`config.mk`:
```
export PLATFORM = sky130hd
export DESIGN_NAME = dsf_control
export DESIGN_NICKNAME = d
export VERILOG_FILES = /design/src/shared/dsf_pkg.sv /design/src/rtl/dsf_pin_sync.sv /design/src/rtl/dsf_busy_timer.sv /design/src/rtl/dsf_control.sv
export SDC_FILE = /design/constraint.sdc
export NUM_CORES = 1
export LEC_CHECK = 0
export BUFFER_PORTS_ARGS = -buffer_cell sky130_fd_sc_hd__buf_2
export CAP_MARGIN = 20
export CORE_MARGIN = 5
export CORE_UTILIZATION = 55
export DETAILED_ROUTE_END_ITERATION = 8
export PLACE_DENSITY = 0.73
export SLEW_MARGIN = 25
export SYNTH_ARGS = -nofsm -noshare
export SYNTH_HDL_FRONTEND = slang
export SYNTH_SLANG_ARGS = --single-unit
```
`constraint.sdc`:
```
create_clock -name clk_sys -period 6.74 [get_ports clk_sys]
set_clock_uncertainty 0.15 [all_clocks]
set_input_delay 1.348 -clock clk_sys [delete_from_list [all_inputs] [get_ports clk_sys]]
set_output_delay 1.348 -clock clk_sys [all_outputs]
set_load 0.01 [all_outputs]
```
`src/shared/dsf_pkg.sv`:
```
// Constants and carrier types of the converter special-function control.
// Assumes a 25 MHz system clock and a 24-bit serial command word.
package dsf_pkg;

  // Serial word geometry
  localparam int WORD_BITS = 24;
  localparam logic [4:0] WORD_BITS_CNT = 5'h18;
  localparam int DATA_W = 16;
  localparam int N_CH = 8;

  // Mode field of a serial word
  localparam logic [1:0] MODE_SPECIAL = 2'h0;
  localparam logic [1:0] MODE_GAIN = 2'h1;
  localparam logic [1:0] MODE_OFFSET = 2'h2;
  localparam logic [1:0] MODE_DATA = 2'h3;

  // Special function codes (address field when mode is special)
  localparam logic [5:0] SF_CONTROL = 6'h01;
  localparam logic [5:0] SF_READBACK = 6'h05;
  localparam logic [5:0] SF_AB_SEL0 = 6'h06;
  localparam logic [5:0] SF_AB_SEL1 = 6'h07;
  localparam logic [5:0] SF_MONITOR = 6'h0c;
  localparam logic [5:0] SF_GPIO = 6'h0d;

  // Control register fields and reset
  localparam int CTL_PD = 0;
  localparam int CTL_TSD_EN = 1;
  localparam int CTL_AB = 2;
  localparam int CTL_TSD_FLAG = 4;
  localparam logic [4:0] CTL_RST = 5'h00;

  // Monitor select fields and reset
  localparam int MON_EN = 5;
  localparam int MON_KIND = 4;
  localparam int MON_BANK = 3;
  localparam logic [5:0] MON_RST = 6'h00;

  // General pin fields and reset
  localparam int GPIO_DIR = 1;
  localparam int GPIO_LVL = 0;
  localparam logic [1:0] GPIO_RST = 2'h0;

  // Synchronised pin positions and their idle levels
  localparam int PIN_SCLK = 0;
  localparam int PIN_SYNC = 1;
  localparam int PIN_SDI = 2;
  localparam int PIN_LOAD = 3;
  localparam int PIN_HOT = 4;
  localparam int PIN_GPIO = 5;
  localparam int PIN_CODING = 6;
  localparam int N_PINS = 7;
  localparam logic [6:0] PIN_IDLE = 7'h0a;

  // Busy timing, rounded down to whole cycles
  localparam int CLK_NS = 40;
  localparam int SEL_BUSY_NS = 600;
  localparam int CALC_BUSY_NS = 1500;
  localparam logic [5:0] SEL_BUSY_CYC = 6'(SEL_BUSY_NS / CLK_NS);
  localparam logic [5:0] CALC_BUSY_CYC = 6'(CALC_BUSY_NS / CLK_NS);

  // Fields of one received serial word
  typedef struct packed {
    logic [1:0] mode;
    logic [5:0] addr;
    logic [15:0] data;
  } dsf_word_t;

  // Monitor switch request: one closed switch at most
  typedef struct packed {
    logic enable;
    logic [1:0] aux;
    logic [7:0] chan;
  } dsf_mon_t;

endpackage

```
`src/rtl/dsf_pin_sync.sv`:
```
// Three-stage synchroniser with agreement filter for asynchronous pins.
// Assumes every input toggles slower than two system clocks.
`timescale 1ns/1ps
module dsf_pin_sync #(
  parameter int W = 7,
  parameter logic [W-1:0] INIT = '0
) (
  // Clock and reset
  input wire logic clk_sys,
  input wire logic nrst,
  // Raw pins
  input wire logic [W-1:0] pins,
  // Filtered levels and edge pulses
  output logic [W-1:0] level,
  output logic [W-1:0] rise,
  output logic [W-1:0] fall
);

  typedef struct packed {
    logic [W-1:0] s1;
    logic [W-1:0] s2;
    logic [W-1:0] s3;
    logic [W-1:0] lvl;
  } dsf_sync_t;

  dsf_sync_t s_q, s_d;
  logic [W-1:0] agree;

  // A change counts only when stages two and three agree
  always_comb begin
    s_d = s_q;
    s_d.s1 = pins;
    s_d.s2 = s_q.s1;
    s_d.s3 = s_q.s2;
    agree = ~(s_q.s2 ^ s_q.s3);
    s_d.lvl = (agree & s_q.s3) | (~agree & s_q.lvl);
  end

  // Edges are one-cycle pulses ahead of the level update
  assign rise = s_d.lvl & ~s_q.lvl;
  assign fall = ~s_d.lvl & s_q.lvl;
  assign level = s_q.lvl;

  // State register
  always_ff @(posedge clk_sys or negedge nrst) begin
    if (!nrst) begin
      s_q <= {INIT, INIT, INIT, INIT};
    end else begin
      s_q <= s_d;
    end
  end

endmodule // dsf_pin_sync

```
`src/rtl/dsf_busy_timer.sv`:
```
// Busy-low timer: counts down a loaded number of cycles.
// Assumes start pulses come from logic on the same clock.
`timescale 1ns/1ps
module dsf_busy_timer (
  // Clock and reset
  input wire logic clk_sys,
  input wire logic nrst,
  // Start request
  input wire logic start,
  input wire logic [5:0] load,
  // Status
  output logic busy,
  output logic done
);

  typedef struct packed {
    logic [5:0] cnt;
  } dsf_tmr_t;

  dsf_tmr_t s_q, s_d;

  // A restart never shortens a busy period already running
  always_comb begin
    s_d = s_q;
    if (s_q.cnt != 6'h00) begin
      s_d.cnt = s_q.cnt - 6'h01;
    end
    if (start && load > s_d.cnt) begin
      s_d.cnt = load;
    end
  end

  assign busy = (s_q.cnt != 6'h00);
  assign done = (s_q.cnt == 6'h01) && !start;

  // State register
  always_ff @(posedge clk_sys or negedge nrst) begin
    if (!nrst) begin
      s_q <= '0;
    end else begin
      s_q <= s_d;
    end
  end

endmodule // dsf_busy_timer

```
`src/rtl/dsf_control.sv`:
```
// Special-function control of an eight-channel output converter.
// Assumes serial pins, load strobe, pin and sensor inputs are asynchronous.
`timescale 1ns/1ps
// Behaviour
// Coding pin low: data straight binary; high: twos complement.
// Coding applies to data and offset only; gain and commands stay binary.
// Monitor enable bit one connects monitor output; zero leaves it open.
// Bank bit and low bits pick channel; kind bit picks auxiliary input.
// Special code 001101 addresses the general pin register.
// Direction bit one drives the general pin at the level bit.
// Writing both bits zero makes the pin an undriven input.
// Reading the general pin register returns the pin level in bit zero.
// Control bit zero powers down and grounds all channel outputs.
// Power-down keeps registers; clearing it restores previous outputs.
// Bit one set and die too hot enters shutdown like power-down.
// Entering thermal shutdown sets control bit four.
// Shutdown persists until the host clears control bit one.
// Input, gain or offset writes start calculation of A or B.
// Select register writes pick A or B per channel without recalculation.
// Each select register carries four channel bits; two writes cover eight.
// A select register write pulls busy low for about 600 ns.
// Load strobe low loads each output from A or B per select bit.
// Mode bits 00 mark a special function command.
// Busy stays low while a calculated register is computed.
// Over-temperature input is synchronised before it acts.
// Undefined monitor codes leave the monitor output disconnected; the code closes no switch but still sets enable from bit five.
module dsf_control (
  // Clock and reset
  input wire logic clk_sys,
  input wire logic nrst,
  // Serial register port
  input wire logic sclk,
  input wire logic sync_n,
  input wire logic sdi,
  output logic sdo_o,
  output logic sdo_oe,
  // Control pins
  input wire logic coding_select_pin,
  input wire logic load_outputs_n,
  input wire logic over_temp,
  output logic busy_n,
  // General-purpose pin
  input wire logic gpio_i,
  output logic gpio_o,
  output logic gpio_oe,
  // Converter side
  output logic [7:0][15:0] chan_code,
  output logic to_signal_ground_ref,
  output dsf_pkg::dsf_mon_t monitor_route
);

  typedef struct packed {
    logic [23:0] shift;
    logic [4:0] nbits;
    logic [23:0] out_sh;
    logic sdo_oe;
    logic rd_pend;
    logic rd_act;
    logic [5:0] rd_sel;
    logic [4:0] ctl;
    logic [5:0] mon;
    logic [1:0] gpio;
    logic [7:0] absel;
    logic [7:0][15:0] in_a;
    logic [7:0][15:0] in_b;
    logic [7:0][15:0] calc_a;
    logic [7:0][15:0] calc_b;
    logic [7:0][15:0] dac;
    logic calc_pend;
    logic [2:0] calc_ch;
    logic calc_b_sel;
    logic ld_pend;
  } dsf_state_t;

  dsf_state_t s_q, s_d;
  logic [dsf_pkg::N_PINS-1:0] lvl, rise, fall;
  dsf_pkg::dsf_word_t wd;
  logic fire, tmr_start, tmr_busy, tmr_done, load_fire;
  logic [5:0] tmr_load;
  logic [15:0] conv;
  logic [15:0] rd_word;

  // Every asynchronous pin passes the three-stage filter
  dsf_pin_sync #(
    .W(dsf_pkg::N_PINS),
    .INIT(dsf_pkg::PIN_IDLE)
  ) u_sync (
    .clk_sys(clk_sys),
    .nrst(nrst),
    .pins({coding_select_pin, gpio_i, over_temp, load_outputs_n,
           sdi, sync_n, sclk}), // Over-temperature filtered
    .level(lvl),
    .rise(rise),
    .fall(fall)
  );

  // One shared timer: calculation and select-register busy periods
  dsf_busy_timer u_busy (
    .clk_sys(clk_sys),
    .nrst(nrst),
    .start(tmr_start),
    .load(tmr_load),
    .busy(tmr_busy),
    .done(tmr_done)
  );

  // Readback word selection
  always_comb begin
    rd_word = 16'h0000;
    unique case (s_q.rd_sel)
      dsf_pkg::SF_CONTROL: rd_word = {11'h000, s_q.ctl};
      dsf_pkg::SF_MONITOR: rd_word = {10'h000, s_q.mon};
      dsf_pkg::SF_GPIO: rd_word = {15'h0000, lvl[dsf_pkg::PIN_GPIO]};
      dsf_pkg::SF_AB_SEL0: rd_word = {12'h000, s_q.absel[3:0]};
      dsf_pkg::SF_AB_SEL1: rd_word = {12'h000, s_q.absel[7:4]};
      default: rd_word = 16'h0000;
    endcase
  end

  // Twos complement input becomes offset binary by flipping the sign
  always_comb begin
    wd = dsf_pkg::dsf_word_t'(s_q.shift);
    conv = wd.data;
    if (lvl[dsf_pkg::PIN_CODING] && wd.mode != dsf_pkg::MODE_GAIN) begin
      conv = {~wd.data[15], wd.data[14:0]};
    end
  end

  assign fire = rise[dsf_pkg::PIN_SYNC] &&
                (s_q.nbits == dsf_pkg::WORD_BITS_CNT);
  // Load waits for calculations; a held-low strobe reloads after busy
  assign load_fire = (s_q.ld_pend || !lvl[dsf_pkg::PIN_LOAD]) &&
                     !tmr_busy && !s_q.calc_pend;

  // Next-state logic
  always_comb begin
    s_d = s_q;
    tmr_start = 1'b0;
    tmr_load = dsf_pkg::CALC_BUSY_CYC;
    // Frame start: a pending readback is loaded for shifting out
    if (fall[dsf_pkg::PIN_SYNC]) begin
      s_d.nbits = 5'h00;
      s_d.rd_act = s_q.rd_pend;
      s_d.rd_pend = 1'b0;
      if (s_q.rd_pend) begin
        s_d.out_sh = {8'h00, rd_word};
      end
    end
    // Data in on falling serial edges, out on rising ones
    if (!lvl[dsf_pkg::PIN_SYNC] && fall[dsf_pkg::PIN_SCLK]) begin
      s_d.shift = {s_q.shift[22:0], lvl[dsf_pkg::PIN_SDI]};
      if (s_q.nbits != 5'h1f) begin
        s_d.nbits = s_q.nbits + 5'h01;
      end
    end
    if (!lvl[dsf_pkg::PIN_SYNC] && rise[dsf_pkg::PIN_SCLK] && s_q.rd_act) begin
      s_d.out_sh = {s_q.out_sh[22:0], 1'b0};
    end
    // Calculation result lands when its busy period ends
    if (tmr_done && s_q.calc_pend) begin
      s_d.calc_pend = 1'b0;
      if (s_q.calc_b_sel) begin
        s_d.calc_b[s_q.calc_ch] = s_q.in_b[s_q.calc_ch];
      end else begin
        s_d.calc_a[s_q.calc_ch] = s_q.in_a[s_q.calc_ch];
      end
    end
    // Frame end: release the output, then act on a full word
    if (rise[dsf_pkg::PIN_SYNC] && s_q.rd_act) begin
      s_d.rd_act = 1'b0;
      s_d.sdo_oe = 1'b0;
    end
    if (fire) begin
      if (wd.mode == dsf_pkg::MODE_SPECIAL) begin
        unique case (wd.addr)
          dsf_pkg::SF_CONTROL: begin
            s_d.ctl[2:0] = wd.data[2:0];
            if (!wd.data[dsf_pkg::CTL_TSD_EN]) begin
              s_d.ctl[dsf_pkg::CTL_TSD_FLAG] = 1'b0;
            end
          end
          dsf_pkg::SF_MONITOR: s_d.mon = wd.data[5:0];
          dsf_pkg::SF_GPIO: s_d.gpio = wd.data[1:0];
          dsf_pkg::SF_AB_SEL0: begin
            s_d.absel[3:0] = wd.data[3:0];
            tmr_start = 1'b1;
            tmr_load = dsf_pkg::SEL_BUSY_CYC;
          end
          dsf_pkg::SF_AB_SEL1: begin
            s_d.absel[7:4] = wd.data[3:0];
            tmr_start = 1'b1;
            tmr_load = dsf_pkg::SEL_BUSY_CYC;
          end
          dsf_pkg::SF_READBACK: begin
            s_d.rd_pend = 1'b1;
            s_d.sdo_oe = 1'b1;
            s_d.rd_sel = wd.data[5:0];
          end
          default: ;
        endcase
      end else begin
        // Data, gain and offset writes all restart the calculation
        if (wd.mode == dsf_pkg::MODE_DATA) begin
          if (s_q.ctl[dsf_pkg::CTL_AB]) begin
            s_d.in_b[wd.addr[2:0]] = conv;
          end else begin
            s_d.in_a[wd.addr[2:0]] = conv;
          end
        end
        s_d.calc_pend = 1'b1;
        s_d.calc_ch = wd.addr[2:0];
        s_d.calc_b_sel = s_q.ctl[dsf_pkg::CTL_AB];
        tmr_start = 1'b1;
      end
    end
    // Hot die with shutdown armed: flag sticks; a write clearing bit one wins over set
    if (lvl[dsf_pkg::PIN_HOT] && s_d.ctl[dsf_pkg::CTL_TSD_EN]) begin
      s_d.ctl[dsf_pkg::CTL_TSD_FLAG] = 1'b1;
    end
    // Strobe edge is remembered while busy
    if (fall[dsf_pkg::PIN_LOAD]) begin
      s_d.ld_pend = 1'b1;
    end
    if (load_fire) begin
      s_d.ld_pend = fall[dsf_pkg::PIN_LOAD];
      for (int i = 0; i < dsf_pkg::N_CH; i++) begin
        s_d.dac[i] = s_q.absel[i] ? s_q.calc_b[i] : s_q.calc_a[i];
      end
    end
  end

  // State register
  always_ff @(posedge clk_sys or negedge nrst) begin
    if (!nrst) begin
      s_q <= '0;
      s_q.ctl <= dsf_pkg::CTL_RST;
      s_q.mon <= dsf_pkg::MON_RST;
      s_q.gpio <= dsf_pkg::GPIO_RST;
    end else begin
      s_q <= s_d;
    end
  end

  // Monitor switch decode; unlisted codes close no switch
  always_comb begin
    monitor_route = '0;
    monitor_route.enable = s_q.mon[dsf_pkg::MON_EN];
    if (s_q.mon[dsf_pkg::MON_EN]) begin
      if (!s_q.mon[dsf_pkg::MON_KIND] && !s_q.mon[2]) begin
        monitor_route.chan[{s_q.mon[dsf_pkg::MON_BANK], s_q.mon[1:0]}] =
          1'b1;
      end else if (s_q.mon[dsf_pkg::MON_KIND] && s_q.mon[3:1] == 3'h0) begin
        monitor_route.aux[s_q.mon[0]] = 1'b1;
      end
    end
  end

  // Outputs: registers stay intact while outputs sit at ground
  assign to_signal_ground_ref = s_q.ctl[dsf_pkg::CTL_PD] ||
    (s_q.ctl[dsf_pkg::CTL_TSD_EN] &&
     s_q.ctl[dsf_pkg::CTL_TSD_FLAG]);
  assign chan_code = s_q.dac;
  assign busy_n = !(tmr_busy || s_q.calc_pend);
  assign gpio_oe = s_q.gpio[dsf_pkg::GPIO_DIR];
  assign gpio_o = s_q.gpio[dsf_pkg::GPIO_LVL];
  assign sdo_o = s_q.out_sh[23];
  assign sdo_oe = s_q.sdo_oe;
endmodule // dsf_control

```
==> summary.md <==
| Metric | Value |
|---|---|
| Status | complete, no violations |
| Core Box Area | approximately 60000 um2 |
| CTS tree | yes |
| Placed insts | 3444 |
| Number of global-route vias before repair | approximately 22000 |
| Synth area leaders | dfrtp_1, mux2_2, mux2i_1 |
| Worst setup path startpoint | u_busy.s_q[0] |
| Worst hold start | u_sync.s_d[18] |
| Avg Cell Area, Syn | between 10 and 15 um2 |
| Die area | about 65000 um2 |
| Netlist cell types | between 60 and 70 |
| Syn Nets | 2782 |
| DR iter-0 viols | about 2300 |
| Register area share after synthesis | around 58% |
| Largest net degree at the start of global routing | about 230 |
| Final min period | around 3.9 ns |
| Post-Synthesis Cells | ~2800 |
| Root Driver | clkbuf_16 |
| Num ports | between 150 and 200 |
| Total negative setup slack | 0 ns |
| Crit Path Class | reg -> out |
| Port buffer count | around 150 |
| Top-area cell type share of the netlist area | 57.5% |
| First-pass DRT Iterations | 5 |
| Worst Path Required | about 5.2 ns |
| Initial Utilization | 55.6% |
| Crit-path max FO | 7 |
| Reg2reg start | s_q[3] |
| Tightest Pin Transition | roughly 1.1 ns |
| Die Span X | ~250 um |
| Post_cts resized | 0 |
| Post-CTS Setup Repair Bufs | 0 |
| H-tree levels | 3 |
| Final HPWL DP | 51.7 mm |
| Reg clk slew, reported paths | around 0.060 ns |
| Final setup viols | 0 |
| Final hold vios | 0 |
| Placed Area | between 30000 and 40000 um2 |
| CP Launch Type | flop |
| Global Route Usage Sum | approximately a quarter |
| Slew margin rel. | a little over a quarter |
| CTS max path bufs | 3 |
| Max Cap Viol | 0 |
| Clock latency on the worst-skew pair | around 0.62 ns |
| Yosys top cell by area | dfrtp_1 |
| P&R area growth vs syn | 9.28% |
| Final Non-Filler Cells | between 3000 and 4000 |
| Routed Wire Length | between 80 and 90 mm |
| Drt wl/cell | roughly 23 um |
| Design area | 35800 um2 |
| Fin crit share | 57.3% |
| Fraction of layout cells with a size suffix above 1 | roughly 26% |
| Arr. time, crit path | between 2 and 2.5 ns |
| Hold_ws | between 0.15 and 0.2 ns |
| Initial antenna violation count | 5 |
| Worst IR drop on VDD | roughly 0.26 mV |
| Fmax | around 0.26 GHz |
| Antenna cell count | 0 |
| Pwr dens | 265 nW/um2 |
| Post-synth ARST share | between 90% and 100% |
| Leakage Power | ~16 nW |
| Routed Antenna Nets | 0 |
| RSZ-0062 raised after global routing | false |
| Crit. End Element | output port |
| Final GP Congestion | approximately 0.9 |
| Cts bufs inserted | 76 |
| Synth Cell Area | 32800 um2 |
| First-pass GRT wire length | 129 mm |
| Synth Warn # | 0 |
| Num rows | between 80 and 90 |
| Hold WC Path Type | reg -> reg |
| DR vias | between 20000 and 25000 |
| # DRC | 0 |
| Nets | 2769 |
| Slew Viols, Final | 0 |
| GRT Residual Overflow | 0 |
| Sink Count | 762 |
| Drt via density | roughly 6 |
| DIE HEIGHT | about 250 um |
| Hold_buf cts | 0 |
| FF+latch count, synth | ~760 |
| Predominant post-synthesis flop cell | dfrtp_1 |
| EDFF count, synth | 0 |
==> final cells by class <==
| cell class | instances | area [um2] |
|---|---|---|
| Clock buffer | 111 | 2260 |
| Clock inverter | 20 | 158 |
| Fill cell | 4560 | 23200 |
| Inverter | 11 | 41.3 |
| Multi-Input combinational cell | 1678 | 11900 |
| Sequential cell | 762 | 19100 |
| Tap cell | 773 | 967 |
| Timing Repair Buffer | 222 | 1390 |
==> cell usage in the layout, fill, tap and decap left out, types with 13 or more instances in the layout <==
master	instances
o211ai_1	14
a22o_1	23
a22oi_1	30
nand2b_1	13
clkbuf_1	15
nand2_1	299
mux4_2	20
mux2_4	14
clkbuf_8	18
nor2_1	189
dfrtp_1	746
o21ai_0	276
mux2_2	289
buf_2	152
o22ai_1	14
mux2i_1	163
a21oi_1	164
a221oi_1	25
buf_4	61
nor2b_1	13
clkbuf_16	78
==> flip-flops by register name, indices dropped and copies added, names as in the netlist, named ones only <==
| register | count |
|---|---|
| sdo_oe | 1 |
| monitor_route | 1 |
| chan_code | 128 |
| wd | 24 |
| u_busy.s_q | 6 |
| s_q | 571 |
| u_sync.s_q | 7 |
| u_sync.s_d | 14 |
| gpio_o | 1 |
| sdo_o | 1 |
| u_sync.level | 3 |
| gpio_oe | 1 |
==> worst paths after layout <==
kind	endpoint	slack (ns)	cells after the start
hold / removal	u_sync.s_d[11]	0.20	0
hold reg to reg	u_sync.s_d[11]	0.20	0
setup reg to reg	s_q[339]	3.06	6
setup / recovery	busy_n	2.88	6
max in group asynchronous	chan_code[88]	4.30	3
min in group asynchronous	s_q[443]	0.64	1
==> kinds of logic after synthesis <==
group	count (synthesis)	synth area share, %
xor gates and xnor gates	5	0.134
and+or+nand+nor	591	8.27
buffers and inverters	324	5.82
DFF	762	58.2
adders and majority gates	15	0.526
muxes	493	17.1
AOI/OAI and AO/OA	574	9.95
==> per-stage QoR <==
stage,power [W],utilization [%],setup slack [ns]
after floorplan,0.00530,-,3.49
after global placement,0.00545,56.5,3.25
after global routing,0.00983,60.7,2.79
after detailed placement,0.00548,56.6,3.18
final,0.00950,60.7,2.88
after CTS,0.00957,60.7,2.86
==> power breakdown <==
group / switching, W / leakage, nW / total, W / internal (W)
Sequential: 0.000199 / 10.4 / 0.00491 / 0.00471
Combinational: 0.000315 / 4.89 / 0.000484 / 0.000169
Clock: 0.00174 / 1.20 / 0.00410 / 0.00236
==> synthesized netlist by cell type (3+ instances only) <==
library cell / number
nor4_4: 5
nand2b_1: 13
o2111ai_1: 5
o22ai_1: 14
nor2b_1: 13
a211oi_1: 7
o21ai_0: 276
dfstp_2: 8
a221oi_1: 25
buf_6: 9
a22o_1: 23
mux2_4: 14
or3_1: 4
nor3_1: 9
mux4_2: 20
or4_1: 3
nand2_1: 299
and2_1: 6
clkbuf_1: 83
o211ai_1: 14
inv_1: 11
nor3_4: 7
mux2i_1: 169
nand3_1: 12
nor2_1: 191
dfrtp_1: 754
ha_1: 9
a21oi_1: 166
a22oi_1: 30
maj3_1: 6
xnor2_1: 3
buf_4: 134
buf_2: 73
buf_1: 12
a221o_1: 3
mux2_2: 289
==> layer usage <==
layer  wire length (um)  up-vias  GRT usage, %  share of wire (%)
li1                   -     9510             -                  -
met1              34900    11000          36.3                 42
met2              39700      730          41.2                 48
met3               5700      153          4.55                6.9
met4               2520        0          9.13                3.0
met5                  0        -             0                  0
==> critical path, cell delays in order, from the launching register on <==
cell     delay (ns)
dfrtp_1        0.46
inv_1          0.13
ha_1           0.18
nor2b_1        0.28
nand2_1        0.28
nor2_1         0.25
buf_2          0.17
No activity file was read; power rests on OpenSTA's default activity.
